--- src/common/dspp_defines.svh ---
/*
 Constants of the DMA source port select and pack block: register byte
 offsets, field positions, reset values and fixed widths.
 Assumes inclusion by bare name from design files.
*/
// Overview of operation
// [RULE1] Bit 6 enables packing at the source
// [RULE2] Pack two or four elements into one word
// [RULE3] Pack bit clear: elements pass one by one
// [RULE4] Pack bit set: pack fully before transfer
// [RULE5] Bits 5-2 select source; other codes reserved
// [RULE6] Codes 0000b/0001b read single/dual access RAM
// [RULE7] Code 0010b reads external memory port
// [RULE8] Code 0011b reads via peripheral bus controller
// [RULE9] Software never pairs 8-bit with peripheral source
// [RULE10] Peripheral source cannot reach protected registers
// [RULE11] Data type 00b/01b/10b means 8/16/32 bits
// [RULE12] Pack at equal widths gives plain reads
`ifndef DSPP_DEFINES_SVH
`define DSPP_DEFINES_SVH

// Register byte offsets
`define DSPP_OFS_PARAMS 8'h00
`define DSPP_OFS_SRCADDR 8'h04
`define DSPP_OFS_COUNT 8'h08
`define DSPP_OFS_CTRL 8'h0C
`define DSPP_OFS_STATUS 8'h10

// Parameter register fields
`define DSPP_PACK_BIT 6
`define DSPP_SRC_MSB 5
`define DSPP_SRC_LSB 2
`define DSPP_DT_MSB 1
`define DSPP_DT_LSB 0

// Control and status fields
`define DSPP_CTRL_START 0
`define DSPP_ST_BUSY 0
`define DSPP_ST_DONE 1
`define DSPP_ST_CFGERR 2
`define DSPP_ST_PROTERR 3

// Reset values
`define DSPP_RST_PARAMS 16'h0000
`define DSPP_RST_SRCADDR 16'h0000
`define DSPP_RST_COUNT 16'h0000

// Port widths in bytes
`define DSPP_MEM_BYTES 3'h4
`define DSPP_PERIPH_BYTES 3'h2

// Peripheral addresses holding protected control registers
`define DSPP_PROT_LO 16'hFC00
`define DSPP_PROT_HI 16'hFFFF

// Bus answers and buffer
`define DSPP_RESP_OKAY 2'h0
`define DSPP_RESP_SLVERR 2'h2
`define DSPP_FIFO_DEPTH 4

`endif

--- src/common/dspp_pkg.sv ---
/*
 Types of the DMA source port select and pack block.
 Assumes nothing of its surroundings.
*/
`default_nettype none
package dspp_pkg;

    typedef enum logic [2:0] {
        DSPP_IDLE = 3'h0,
        DSPP_CHK = 3'h1,
        DSPP_REQ = 3'h3,
        DSPP_WAIT = 3'h2,
        DSPP_PUSH = 3'h6
    } dspp_state_t;

    typedef enum logic [3:0] {
        DSPP_SRC_SINGLE_RAM = 4'h0,
        DSPP_SRC_DUAL_RAM = 4'h1,
        DSPP_SRC_EXT_MEM = 4'h2,
        DSPP_SRC_PERIPH = 4'h3
    } dspp_src_t;

    typedef enum logic [1:0] {
        DSPP_DT_8 = 2'h0,
        DSPP_DT_16 = 2'h1,
        DSPP_DT_32 = 2'h2
    } dspp_dtype_t;

    typedef struct packed {
        logic [2:0] bytes;
        logic [31:0] data;
    } dspp_word_t;

    typedef struct packed {
        logic [3:0] portSel;
        logic [15:0] addr;
        logic [1:0] size;
    } dspp_req_t;

endpackage : dspp_pkg
`default_nettype wire

--- src/rtl/dspp_source_pack.sv ---
/*
 DMA channel source side: source port select, element reads and packing
 into port words, pushed through a FIFO to the channel stream output.
 Assumes AXI4-Lite master for registers and source ports on the same clock.
*/
`timescale 1ns/10ps
`default_nettype none
`include "dspp_defines.svh"
module dspp_source_pack (
    input wire logic clock,
    input wire logic reset,
    input wire logic s_axi_awvalid,
    output logic s_axi_awready,
    input wire logic [7:0] s_axi_awaddr,
    input wire logic s_axi_wvalid,
    output logic s_axi_wready,
    input wire logic [31:0] s_axi_wdata,
    input wire logic [3:0] s_axi_wstrb,
    output logic s_axi_bvalid,
    input wire logic s_axi_bready,
    output logic [1:0] s_axi_bresp,
    input wire logic s_axi_arvalid,
    output logic s_axi_arready,
    input wire logic [7:0] s_axi_araddr,
    output logic s_axi_rvalid,
    input wire logic s_axi_rready,
    output logic [31:0] s_axi_rdata,
    output logic [1:0] s_axi_rresp,
    output dspp_pkg::dspp_req_t srcReq,
    output logic srcReqValid,
    input wire logic srcReqReady,
    input wire logic srcRspValid,
    input wire logic [31:0] srcRspData,
    output dspp_pkg::dspp_word_t outWord,
    output logic outValid,
    input wire logic outReady
);
    logic awHeld_q, awHeld_d, awReady_q;
    logic wHeld_q, wHeld_d, wReady_q;
    logic [7:0] awAddr_q;
    logic [31:0] wData_q;
    logic [3:0] wStrb_q;
    logic bValid_q, rValid_q, rValid_d, arReady_q;
    logic [1:0] bResp_q, rResp_q;
    logic [31:0] rData_q, rdMux;
    logic rdHit, wrHit, doWrite;
    logic [15:0] params_q, srcAddrReg_q, count_q;
    logic done_q, cfgErr_q, protErr_q;
    dspp_pkg::dspp_state_t state_q;
    dspp_pkg::dspp_src_t srcSel_q;
    dspp_pkg::dspp_dtype_t dtype_q;
    logic [15:0] addr_q, remain_q;
    logic packActive_q;
    logic [2:0] portBytes_q, elemBytes_q, packBytes_q, fill_q;
    logic [31:0] acc_q;
    dspp_pkg::dspp_req_t req_q;
    logic reqValid_q;
    dspp_pkg::dspp_word_t pushWord_q, fifoOut;
    logic pushValid_q, fifoInReady, fifoOutValid, fifoPop;
    dspp_pkg::dspp_word_t outWord_q;
    logic outValid_q;
    logic startPulse, startOk, startBad, protHit, lastDone;
    logic [3:0] cfgSrc;
    logic [1:0] cfgDt;
    logic [2:0] cfgPort, cfgElem, newFill;
    logic [31:0] elemMask, accNext;

    function automatic logic [15:0] strb16(input logic [15:0] old, input logic [31:0] d, input logic [3:0] s);
        strb16 = {s[1] ? d[15:8] : old[15:8], s[0] ? d[7:0] : old[7:0]};
    endfunction : strb16

    ////////////////////////////////////////////////////////////////////////
    // AXI4-Lite write channel, address and data taken in either order
    assign awHeld_d = (s_axi_awvalid && awReady_q) ? 1'b1 : (doWrite ? 1'b0 : awHeld_q);
    assign wHeld_d = (s_axi_wvalid && wReady_q) ? 1'b1 : (doWrite ? 1'b0 : wHeld_q);
    assign doWrite = awHeld_q && wHeld_q && !bValid_q;
    assign wrHit = awAddr_q[7:2] inside {`DSPP_OFS_PARAMS >> 2, `DSPP_OFS_SRCADDR >> 2, `DSPP_OFS_COUNT >> 2,
        `DSPP_OFS_CTRL >> 2, `DSPP_OFS_STATUS >> 2};

    always_ff @(posedge clock) begin
        if (reset) begin
            awHeld_q <= 1'b0;
            wHeld_q <= 1'b0;
            awReady_q <= 1'b0;
            wReady_q <= 1'b0;
            awAddr_q <= 8'h00;
            wData_q <= 32'h00000000;
            wStrb_q <= 4'h0;
        end else begin
            awHeld_q <= awHeld_d;
            wHeld_q <= wHeld_d;
            awReady_q <= !awHeld_d;
            wReady_q <= !wHeld_d;
            if (s_axi_awvalid && awReady_q) begin
                awAddr_q <= s_axi_awaddr;
            end
            if (s_axi_wvalid && wReady_q) begin
                wData_q <= s_axi_wdata;
                wStrb_q <= s_axi_wstrb;
            end
        end
    end

    always_ff @(posedge clock) begin
        if (reset) begin
            bValid_q <= 1'b0;
            bResp_q <= `DSPP_RESP_OKAY;
        end else if (doWrite) begin
            bValid_q <= 1'b1;
            bResp_q <= wrHit ? `DSPP_RESP_OKAY : `DSPP_RESP_SLVERR;
        end else if (s_axi_bready) begin
            bValid_q <= 1'b0;
        end
    end

    ////////////////////////////////////////////////////////////////////////
    // AXI4-Lite read channel, answer one cycle after the address
    always_comb begin
        rdHit = 1'b1;
        rdMux = 32'h00000000;
        case ({s_axi_araddr[7:2], 2'b00})
            `DSPP_OFS_PARAMS: rdMux = {16'h0000, params_q};
            `DSPP_OFS_SRCADDR: rdMux = {16'h0000, srcAddrReg_q};
            `DSPP_OFS_COUNT: rdMux = {16'h0000, count_q};
            `DSPP_OFS_CTRL: rdMux = 32'h00000000;
            `DSPP_OFS_STATUS: rdMux = {remain_q, 12'h000, protErr_q, cfgErr_q, done_q, state_q != dspp_pkg::DSPP_IDLE};
            default: rdHit = 1'b0;
        endcase
    end

    assign rValid_d = (s_axi_arvalid && arReady_q) ? 1'b1 : (s_axi_rready ? 1'b0 : rValid_q);

    always_ff @(posedge clock) begin
        if (reset) begin
            rValid_q <= 1'b0;
            arReady_q <= 1'b0;
            rData_q <= 32'h00000000;
            rResp_q <= `DSPP_RESP_OKAY;
        end else begin
            rValid_q <= rValid_d;
            arReady_q <= !rValid_d;
            if (s_axi_arvalid && arReady_q) begin
                rData_q <= rdMux;
                rResp_q <= rdHit ? `DSPP_RESP_OKAY : `DSPP_RESP_SLVERR;
            end
        end
    end

    ////////////////////////////////////////////////////////////////////////
    // Configuration registers
    always_ff @(posedge clock) begin
        if (reset) begin
            params_q <= `DSPP_RST_PARAMS;
            srcAddrReg_q <= `DSPP_RST_SRCADDR;
            count_q <= `DSPP_RST_COUNT;
        end else if (doWrite) begin
            case ({awAddr_q[7:2], 2'b00})
                `DSPP_OFS_PARAMS: params_q <= strb16(params_q, wData_q, wStrb_q);
                `DSPP_OFS_SRCADDR: srcAddrReg_q <= strb16(srcAddrReg_q, wData_q, wStrb_q);
                `DSPP_OFS_COUNT: count_q <= strb16(count_q, wData_q, wStrb_q);
                default: ;
            endcase
        end
    end

    ////////////////////////////////////////////////////////////////////////
    // Start checks and channel setup
    assign startPulse = doWrite && {awAddr_q[7:2], 2'b00} == `DSPP_OFS_CTRL && wStrb_q[0] && wData_q[`DSPP_CTRL_START];
    assign cfgSrc = params_q[`DSPP_SRC_MSB:`DSPP_SRC_LSB];
    assign cfgDt = params_q[`DSPP_DT_MSB:`DSPP_DT_LSB];
    // [RULE5] [RULE9] reject reserved or unsupported setups
    assign startBad = cfgSrc > dspp_pkg::DSPP_SRC_PERIPH || cfgDt > dspp_pkg::DSPP_DT_32
        || (cfgSrc == dspp_pkg::DSPP_SRC_PERIPH && cfgDt == dspp_pkg::DSPP_DT_8);
    assign startOk = startPulse && state_q == dspp_pkg::DSPP_IDLE && !startBad;
    assign cfgPort = cfgSrc == dspp_pkg::DSPP_SRC_PERIPH ? `DSPP_PERIPH_BYTES : `DSPP_MEM_BYTES;
    // [RULE11] element size from data type
    assign cfgElem = cfgDt == dspp_pkg::DSPP_DT_8 ? 3'h1 : (cfgDt == dspp_pkg::DSPP_DT_16 ? 3'h2 : 3'h4);

    always_ff @(posedge clock) begin
        if (reset) begin
            srcSel_q <= dspp_pkg::DSPP_SRC_SINGLE_RAM;
            dtype_q <= dspp_pkg::DSPP_DT_8;
            packActive_q <= 1'b0;
            portBytes_q <= `DSPP_MEM_BYTES;
            elemBytes_q <= 3'h1;
            packBytes_q <= 3'h1;
        end else if (startOk) begin
            srcSel_q <= dspp_pkg::dspp_src_t'(cfgSrc);
            dtype_q <= dspp_pkg::dspp_dtype_t'(cfgDt);
            portBytes_q <= cfgPort;
            elemBytes_q <= cfgElem;
            // [RULE1] [RULE3] [RULE12] pack only when narrower
            packActive_q <= params_q[`DSPP_PACK_BIT] && cfgElem < cfgPort;
            packBytes_q <= (params_q[`DSPP_PACK_BIT] && cfgElem < cfgPort) ? cfgPort : cfgElem;
        end
    end

    ////////////////////////////////////////////////////////////////////////
    // Transfer engine
    // [RULE10] protected peripheral window
    assign protHit = srcSel_q == dspp_pkg::DSPP_SRC_PERIPH && addr_q >= `DSPP_PROT_LO && addr_q <= `DSPP_PROT_HI;
    assign elemMask = elemBytes_q == 3'h1 ? 32'h000000FF : (elemBytes_q == 3'h2 ? 32'h0000FFFF : 32'hFFFFFFFF);
    assign accNext = acc_q | 32'((srcRspData & elemMask) << {fill_q[1:0], 3'b000});
    assign newFill = fill_q + elemBytes_q;
    assign lastDone = pushValid_q && fifoInReady && remain_q == 16'h0000;

    always_ff @(posedge clock) begin
        if (reset) begin
            state_q <= dspp_pkg::DSPP_IDLE;
            addr_q <= 16'h0000;
            remain_q <= 16'h0000;
            fill_q <= 3'h0;
            acc_q <= 32'h00000000;
            reqValid_q <= 1'b0;
            req_q <= '0;
            pushValid_q <= 1'b0;
            pushWord_q <= '0;
        end else begin
            case (state_q)
                dspp_pkg::DSPP_IDLE: begin
                    if (startOk) begin
                        addr_q <= srcAddrReg_q;
                        remain_q <= count_q;
                        fill_q <= 3'h0;
                        acc_q <= 32'h00000000;
                        state_q <= count_q == 16'h0000 ? dspp_pkg::DSPP_IDLE : dspp_pkg::DSPP_CHK;
                    end
                end
                dspp_pkg::DSPP_CHK: begin
                    if (protHit) begin
                        state_q <= dspp_pkg::DSPP_IDLE;
                    end else begin
                        // [RULE6] [RULE7] [RULE8] one-hot port routing
                        req_q.portSel <= 4'h1 << srcSel_q;
                        req_q.addr <= addr_q;
                        req_q.size <= dtype_q;
                        reqValid_q <= 1'b1;
                        state_q <= dspp_pkg::DSPP_REQ;
                    end
                end
                dspp_pkg::DSPP_REQ: begin
                    if (srcReqReady) begin
                        reqValid_q <= 1'b0;
                        state_q <= dspp_pkg::DSPP_WAIT;
                    end
                end
                dspp_pkg::DSPP_WAIT: begin
                    if (srcRspValid) begin
                        addr_q <= addr_q + 16'(elemBytes_q);
                        remain_q <= remain_q - 16'h0001;
                        // [RULE2] [RULE4] push only a full word or the tail
                        if (newFill >= packBytes_q || remain_q == 16'h0001) begin
                            pushWord_q.bytes <= newFill;
                            pushWord_q.data <= accNext;
                            pushValid_q <= 1'b1;
                            fill_q <= 3'h0;
                            acc_q <= 32'h00000000;
                            state_q <= dspp_pkg::DSPP_PUSH;
                        end else begin
                            fill_q <= newFill;
                            acc_q <= accNext;
                            state_q <= dspp_pkg::DSPP_CHK;
                        end
                    end
                end
                dspp_pkg::DSPP_PUSH: begin
                    if (fifoInReady) begin
                        pushValid_q <= 1'b0;
                        state_q <= remain_q == 16'h0000 ? dspp_pkg::DSPP_IDLE : dspp_pkg::DSPP_CHK;
                    end
                end
                default: begin
                    state_q <= dspp_pkg::DSPP_IDLE;
                end
            endcase
        end
    end

    ////////////////////////////////////////////////////////////////////////
    // Sticky status, write one to clear, setting wins
    always_ff @(posedge clock) begin
        if (reset) begin
            done_q <= 1'b0;
            cfgErr_q <= 1'b0;
            protErr_q <= 1'b0;
        end else begin
            done_q <= lastDone || (startOk && count_q == 16'h0000) || (done_q && !(doWrite
                && {awAddr_q[7:2], 2'b00} == `DSPP_OFS_STATUS && wStrb_q[0] && wData_q[`DSPP_ST_DONE]));
            cfgErr_q <= (startPulse && state_q == dspp_pkg::DSPP_IDLE && startBad) || (cfgErr_q && !(doWrite
                && {awAddr_q[7:2], 2'b00} == `DSPP_OFS_STATUS && wStrb_q[0] && wData_q[`DSPP_ST_CFGERR]));
            protErr_q <= (state_q == dspp_pkg::DSPP_CHK && protHit) || (protErr_q && !(doWrite
                && {awAddr_q[7:2], 2'b00} == `DSPP_OFS_STATUS && wStrb_q[0] && wData_q[`DSPP_ST_PROTERR]));
        end
    end

    ////////////////////////////////////////////////////////////////////////
    // Buffer and registered stream output
    dspp_fifo #(
        .WIDTH($bits(dspp_pkg::dspp_word_t)),
        .DEPTH(`DSPP_FIFO_DEPTH)
    ) u_fifo (
        .clock(clock),
        .reset(reset),
        .inValid(pushValid_q),
        .inReady(fifoInReady),
        .inData(pushWord_q),
        .outValid(fifoOutValid),
        .outReady(fifoPop),
        .outData(fifoOut)
    );

    assign fifoPop = !outValid_q || outReady;

    always_ff @(posedge clock) begin
        if (reset) begin
            outValid_q <= 1'b0;
            outWord_q <= '0;
        end else if (fifoPop) begin
            outValid_q <= fifoOutValid;
            if (fifoOutValid) begin
                outWord_q <= fifoOut;
            end
        end
    end

    assign s_axi_awready = awReady_q;
    assign s_axi_wready = wReady_q;
    assign s_axi_bvalid = bValid_q;
    assign s_axi_bresp = bResp_q;
    assign s_axi_arready = arReady_q;
    assign s_axi_rvalid = rValid_q;
    assign s_axi_rdata = rData_q;
    assign s_axi_rresp = rResp_q;
    assign srcReq = req_q;
    assign srcReqValid = reqValid_q;
    assign outWord = outWord_q;
    assign outValid = outValid_q;
endmodule : dspp_source_pack
`default_nettype wire

--- src/rtl/dspp_fifo.sv ---
/*
 Small FIFO with valid and ready on both sides.
 Assumes a power-of-two depth and a single clock.
*/
`timescale 1ns/10ps
`default_nettype none
`include "dspp_defines.svh"
module dspp_fifo #(
    parameter int WIDTH = 35,
    parameter int DEPTH = `DSPP_FIFO_DEPTH
) (
    input wire logic clock,
    input wire logic reset,
    input wire logic inValid,
    output logic inReady,
    input wire logic [WIDTH-1:0] inData,
    output logic outValid,
    input wire logic outReady,
    output logic [WIDTH-1:0] outData
);
    localparam int AW = $clog2(DEPTH);
    logic [WIDTH-1:0] mem [DEPTH];
    logic [AW-1:0] wrPtr_q;
    logic [AW-1:0] rdPtr_q;
    logic [AW:0] count_q;
    logic push;
    logic pop;

    assign inReady = count_q != (AW + 1)'(DEPTH);
    assign outValid = count_q != '0;
    assign outData = mem[rdPtr_q];
    assign push = inValid && inReady;
    assign pop = outValid && outReady;

    for (genvar i = 0; i < DEPTH; i++) begin : g_entry
        always_ff @(posedge clock) begin
            if (push && wrPtr_q == AW'(i)) begin
                mem[i] <= inData;
            end
        end
    end

    always_ff @(posedge clock) begin
        if (reset) begin
            wrPtr_q <= '0;
            rdPtr_q <= '0;
            count_q <= '0;
        end else begin
            wrPtr_q <= wrPtr_q + AW'(push);
            rdPtr_q <= rdPtr_q + AW'(pop);
            count_q <= count_q + (AW + 1)'(push) - (AW + 1)'(pop);
        end
    end
endmodule : dspp_fifo
`default_nettype wire

--- config.mk ---
export PLATFORM = sky130hd
export DESIGN_NAME = dspp_source_pack
export DESIGN_NICKNAME = d
export VERILOG_FILES = /design/src/common/dspp_pkg.sv /design/src/rtl/dspp_source_pack.sv /design/src/rtl/dspp_fifo.sv
export VERILOG_INCLUDE_DIRS = /design/src /design/src/common
export SDC_FILE = /design/constraint.sdc
export NUM_CORES = 1
export LEC_CHECK = 0
export BUFFER_PORTS_ARGS = -buffer_cell sky130_fd_sc_hd__buf_2
export CORE_MARGIN = 8
export CORE_UTILIZATION = 53
export DETAILED_ROUTE_END_ITERATION = 10
export PLACE_DENSITY = 0.76
export SLEW_MARGIN = 20
export SYNTH_ARGS = -nofsm -noshare
export SYNTH_HDL_FRONTEND = slang
export SYNTH_HIERARCHICAL = 1
export SYNTH_SLANG_ARGS = --single-unit
--- constraint.sdc ---
create_clock -name clock -period 4.2 [get_ports clock]
set_clock_uncertainty 0.2 [all_clocks]
set_input_delay 0.84 -clock clock [delete_from_list [all_inputs] [get_ports clock]]
set_output_delay 0.84 -clock clock [all_outputs]
set_load 0.05 [all_outputs]
# Word level (Yosys, flattened, before mapping)

Memory sizes are Yosys's and may differ from the RTL's. A register that Yosys moved wholly into a read port is not among the register bits.
Index checks and enable logic that the tools add are counted.

Bitwise logic cells: 3
Multiplexer cells: 65
Order comparisons: 6
Shift operators: 2
Reductions and logical operators: 80
Eq/ne operators: 28
$add $sub $neg: 7

Operators with widths:

| kind                    | number |
|---|---|
| $mux W32                | 5 |
| $pmux W32 S4            | 1 |
| $mux W35                | 3 |
| $reduce_or A35 Y1       | 3 |
| $mux W16                | 4 |
| $pmux W16 S2            | 2 |
| $pmux W32 S2            | 1 |
| $mux W3                 | 12 |
| $and A32 B32 Y32        | 1 |
| $logic_and A1 B1 Y1     | 32 |
| $logic_not A16 Y1       | 2 |
| $or A32 B32 Y32         | 1 |
| $shl A32 B5 Y32         | 1 |
| $mux W1                 | 27 |
| $reduce_and A3 Y1       | 9 |
| $eq A6 B2 Y1 const B    | 4 |
| $add A16 B3 Y16         | 1 |
| $eq A16 B1 Y1 const B   | 1 |
| $ge A16 B16 Y1 const B  | 1 |
| $le A16 B16 Y1 const B  | 1 |
| $sub A16 B1 Y16 const B | 1 |
| $pmux W3 S5             | 1 |
| $eq A6 B1 Y1 const B    | 2 |
| $eq A6 B3 Y1 const B    | 2 |
| other kinds (33)        | 73 |

Output and inout bits: 100
Register bits after elaboration: 269
Memory bits (writable): 140
Bits of input ports: 94
Word-level logic and storage cells: 234
Memories: 1

Memory list:

| memory     | depth | bits a word | rd ports | clocked after memory_dff | wr ports | line            | text |
|---|---|---|---|---|---|---|---|
| u_fifo.mem | 4     | 35          | 1        | 1                        | 1        | dspp_fifo.sv:22 | `logic [WIDTH-1:0] mem [DEPTH];` |

# Depth between registers and ports, before layout

Word-level depth: 10
Mapped depth: 11
Mapped depth without buffers: 10

# Cells and area by module

The synthesis kept the hierarchy.

By module, submodules not included:

| module           | seq. area each (µm²) | instances | cells an instance | area each (µm²) |
|---|---|---|---|---|
| dspp_source_pack | 5865.6               | 1         | 1483              | 12619.6 |
| dspp_fifo        | 4344.2               | 1         | 219               | 5416.4 |

# Worst setup path after synthesis

Ideal clock, no wire load.

Kind: flip-flop to flip-flop
Start point: register u_fifo.count_q[1]
End point: memory u_fifo.mem[1][0], enable pin
Required time: 3.522 ns
Clock period less this slack: 3.965 ns
Arrival: 3.286 ns
Cell stages (with the launch flop): 4
Library setup time: 0.478 ns
Buffers on the path: 0
Slack: 0.235 ns
Cell sequence: dfxtp_1 or3b_4 nand2_4 nor3b_1

Longest elaborated chain between the ends: 9
Elaborated cells between the ends (all ways): 23
Those cells by class: 1 x eq/ne; 14 x mux; 8 x reduce/logical

Ends and longest elaborated chain:

| item                                                      | line                   | text |
|---|---|---|
| start, declared                                           | dspp_fifo.sv:25        | `logic [AW:0] count_q;` |
| start signal, assigned                                    | dspp_fifo.sv:51        | `count_q <= count_q + (AW + 1)'(push) - (AW + 1)'(pop);` |
| $ne A3 B3 Y1 (*)                                          | dspp_fifo.sv:29        | `assign inReady = count_q != (AW + 1)'(DEPTH);` |
| named net fifoInReady                                     | dspp_source_pack.sv:59 | `logic pushValid_q, fifoInReady, fifoOutValid, fifoPop;` |
| $logic_and A1 B1 Y1 (*)                                   | dspp_fifo.sv:32        | `assign push = inValid && inReady;` |
| $logic_and A1 B1 Y1                                       | dspp_fifo.sv:37        | `if (push && wrPtr_q == AW'(i)) begin` |
| $mux W1                                                   | dspp_fifo.sv:37        |  |
| $mux W1 (implied by the code)                             | dspp_fifo.sv:38        | `mem[i] <= inData;` |
| $reduce_or A35 Y1 (no line)                               | -                      |  |
| $mux W2 (no line) or $mux W1 (tied branches) (3 in a row) | -                      |  |
| end, declared                                             | dspp_fifo.sv:22        |  |

The timed path passes the listed nets; every way through them passes the cells marked *.

# Final worst setup path

Start point: register elemBytes_q[0]
End point: register pushWord_q[31] (netlist bit)

Elaborated cells between the ends (all ways): 11
Those cells by class: 1 x add/sub; 1 x order compare; 2 x eq/ne; 1 x shift; 2 x mux; 2 x bitwise; 2 x reduce/logical

RTL lines:

| item                        | line                    | text |
|---|---|---|
| start, declared             | dspp_source_pack.sv:54  | `logic [2:0] portBytes_q, elemBytes_q, packBytes_q, fill_q;` |
| start signal, assigned      | dspp_source_pack.sv:191 | `elemBytes_q <= cfgElem;` |
| $add A3 B3 Y3               | dspp_source_pack.sv:204 | `assign newFill = fill_q + elemBytes_q;` |
| named net newFill[2]        | dspp_source_pack.sv:65  | `logic [2:0] cfgPort, cfgElem, newFill;` |
| $ge A3 B3 Y1                | dspp_source_pack.sv:252 | `if (newFill >= packBytes_q \|\| remain_q == 16'h0001) begin` |
| $logic_or A1 B1 Y1          | dspp_source_pack.sv:252 |  |
| $reduce_and A3 Y1 (no line) | -                       |  |
| end, declared               | dspp_source_pack.sv:58  | `dspp_pkg::dspp_word_t pushWord_q, fifoOut;` |

The timed path passes the listed nets, and every way through them passes these cells.
A chain may end at the register's enable or synchronous reset.

==> results.json <==
{
  "outcome": "complete, no violations",
  "synth_top_area_share_pct": 33.30,
  "r2r-start": "elemBytes_q[0]",
  "irDropWorstVdd_mv": 0.3494,
  "cts_resized": 0,
  "switching_share_pct": 27.18,
  "timing.rr.end": "pushWord_q[31]",
  "dp_worst_setup_slack_ns": 0.8958,
  "worst_setup_path_end_kind": "register",
  "port_buffers": 169,
  "finalHoldWorstSlack_ns": 0.2487,
  "drv_cap": 0,
  "cts_root_buffer": "clkbuf_16",
  "dieArea_sq_um": 40190,
  "worstPathMaxFanout": 17,
  "cts_sinks": 440,
  "synth_cell_types": 87,
  "hold_buffers": 0,
  "hold_depth": 2,
  "drv_slew": 0,
  "mostFrequentLayoutCell": "dfxtp_1",
  "h-tree-depth": 2,
  "synth_area_sq_um": 18040,
  "yosysSeqAreaShare_pct": 56.61,
  "p_sw_mw": 2.754,
  "synth_top_family_by_area": "simple AND/OR/NAND/NOR gates",
  "async_flop_share_pct": 0,
  "rsz0062_at_grt": "false",
  "crit_required_ns": 4.42,
  "ys_seq_elements": 440,
  "setup_viol": 0,
  "r2r_slack_ns": 0.90,
  "combinationalPowerShare_pct": 13.7,
  "cts_max_path_buffers": 3,
  "place_congestion": 0.8643,
  "nets": 1939,
  "wl_per_cell_um": 19.81,
  "synth_compound_area_share_pct": 14.53,
  "critPathLaunchType": "register",
  "viasPerCell": 5.894,
  "grt_max_degree": 167,
  "first_global_vias": 13710,
  "syn_inst": 1702,
  "ant_nets": 0,
  "synth_fa_ha_area_share_pct": 1.165,
  "track_usage_pct": 22.18,
  "synth_area_leaders": "dfxtp_1 (33%), edfxtp_1 (23%), a21oi_1 (5.5%)",
  "dr.pass1.iters": 6,
  "synth_top_area_cell": "dfxtp_1",
  "fmax_mhz": 303.4,
  "postCtsSetupRepairBufs": 0,
  "syn_to_final_growth_pct": 14.99,
  "arrival_ns": 3.52,
  "setup_slack_ns": 0.9038,
  "start_util_pct": 53.79,
  "synth_simple_gate_area_share_pct": 14.80,
  "wl_um": 45850,
  "power.total_mw": 10.13,
  "min_period_ns": 3.296,
  "yosysWarnings": 6,
  "cpPeakStageDelay_ns": 0.52,
  "vias": 13640,
  "insertion_delay_ns": 0.54,
  "grt_pass1_wl_um": 74170,
  "drtIter0Drc": 1150,
  "path_cells": "ha_1 > fa_1 > xnor2_1 > xnor2_1 > ha_1 > o21ai_0 > o21bai_1 > a21o_1 > nand2_1 > mux2_2",
  "core_sq_um": 33530,
  "rows": 67,
  "power.density_nw_per_um2": 488.6,
  "syn_avg_cell_area_sq_um": 10.60,
  "synthMuxAreaShare_pct": 8.921,
  "finalHoldViolations": 0,
  "cts_tree": "done",
  "synth_ff_type": "dfxtp_1",
  "fin_cells": 2314,
  "drc": 0,
  "layout-drive-gt1-share_pct": 20.63,
  "ios": 194,
  "r2r_cells": 10,
  "timing.final.crit_share_pct": 78.48,
  "final_cell_mix": "dfxtp_1 (298), nand2_1 (252), a21oi_1 (199)",
  "die_w_um": 200.5,
  "relSlewSlack_pct": 24.17,
  "seqPwrFrac_pct": 46.3,
  "die_h_um": 200.5,
  "crit_type": "register to register",
  "setup_tns_ns": 0,
  "synth_xor_area_share_pct": 0.3885,
  "clock_power_share_pct": 39.9,
  "diodes": 0,
  "clk_pin_slew_ns": 0.06,
  "cp_slowest_cell": "nand2_1",
  "dp.cells": 2232,
  "grt-ovfl-total": 0,
  "post-dp-hpwl_um": 31050,
  "p_leak_nw": 7.326,
  "synth-edff-count": 140,
  "intPower_mw": 7.378,
  "antenna_found_initial": 2,
  "min_path_type": "register to register",
  "hold_end": "s_axi_rdata[26]",
  "cts_buffers": 44,
  "hp-start": "s_axi_rdata[26]",
  "tightest_slew_ns": 1.127
}
-- cells by family after synthesis --
logic type,Yosys count
other,1
adders and majority gates,15
muxes,114
and+or+nand+nor,576
AOI/OAI and AO/OA,406
buffers and inverters,142
xor gates and xnor gates,8
DFF,440
-- critical path, delay by kind of cell, from the launching register on --
family          cells  cell delay, ns
flops               1            0.31
compound gates      3            0.43
mux                 1            0.41
simple gates        1            0.52
xor+xnor            2            0.42
fa+ha+maj           3            0.88
-- cell usage after synthesis (5+ instances only) --
cell type,instances
a31oi_1,20
nand4_1,6
and3_1,8
and2_1,5
or3_1,9
a2bb2oi_1,13
a22oi_1,10
edfxtp_1,140
a221oi_1,9
a222oi_1,12
o31ai_1,6
a21o_1,8
mux2i_1,55
buf_2,7
a31o_2,10
inv_1,17
nor2b_1,18
buf_1,6
a22o_1,17
nor4_1,26
dfxtp_1,300
mux4_2,35
a21oi_1,199
or4_1,5
clkbuf_1,94
nor3b_1,10
nand2_1,252
mux2_2,24
nor2_1,132
o21ai_0,36
ha_1,12
buf_4,6
nand3_1,40
buf_6,10
a211oi_1,18
nand2b_1,6
nor3_1,30
-- worst max-delay path by stage --
stage / from / endpoint
detailed placement: reset / acc_q[12]
floorplan: u_fifo/count_q[1] / u_fifo/mem[1][0]
finish: elemBytes_q[0] / pushWord_q[31]
global placement: reset / acc_q[3]
global route: elemBytes_q[1] / pushWord_q[31]
CTS: elemBytes_q[0] / pushWord_q[31]
-- final cells by class --
class | count | area [sq um]
clock inverter | 20 | 221.5
fill | 2703 | 12790
multi-input combinational | 1121 | 7248
inverter | 19 | 73.82
clock buffer | 62 | 1294
tap | 448 | 560.5
sequential | 440 | 10210
timing repair buffer | 204 | 1130
-- sequential cells by signal, summed over array words and instances, names as in the netlist, 4 cells and up --
name / cells
count_q: 16
remain_q: 16
awAddr_q: 6
srcReq: 22
outWord: 35
srcSel_q: 4
srcAddrReg_q: 16
u_fifo/mem: 140
addr_q: 16
s_axi_rdata: 32
pushWord_q: 35
wData_q: 16
params_q: 16
acc_q: 32
-- layer usage --
layer,wire [um],track usage (%),vias to the layer above
li1,-,-,6491
met1,18820,27.51,6648
met2,23190,39.16,426
met3,2935,4.421,71
met4,896,5.545,2
met5,9,0,-
-- stage by stage --
stage	instance area (sq um)	util (%)
after floorplan	18040	-
after global placement	19220	57.32
after detailed placement	19220	57.33
after CTS	20740	61.85
after global routing	20740	61.85
final	20740	61.85
-- power by group through the flow --
| stage | Sequential [mW] | Clock (mW) | Combinational (mW) |
|---|---|---|---|
| floorplan | 5.02 | 0 | 0.795 |
| global placement | 4.79 | 0 | 1.36 |
| detailed placement | 4.80 | 0 | 1.40 |
| CTS | 4.71 | 4.11 | 1.41 |
| global route | 4.73 | 4.26 | 1.52 |
| finish | 4.70 | 4.05 | 1.39 |
No activity file was read; power rests on OpenSTA's default activity.
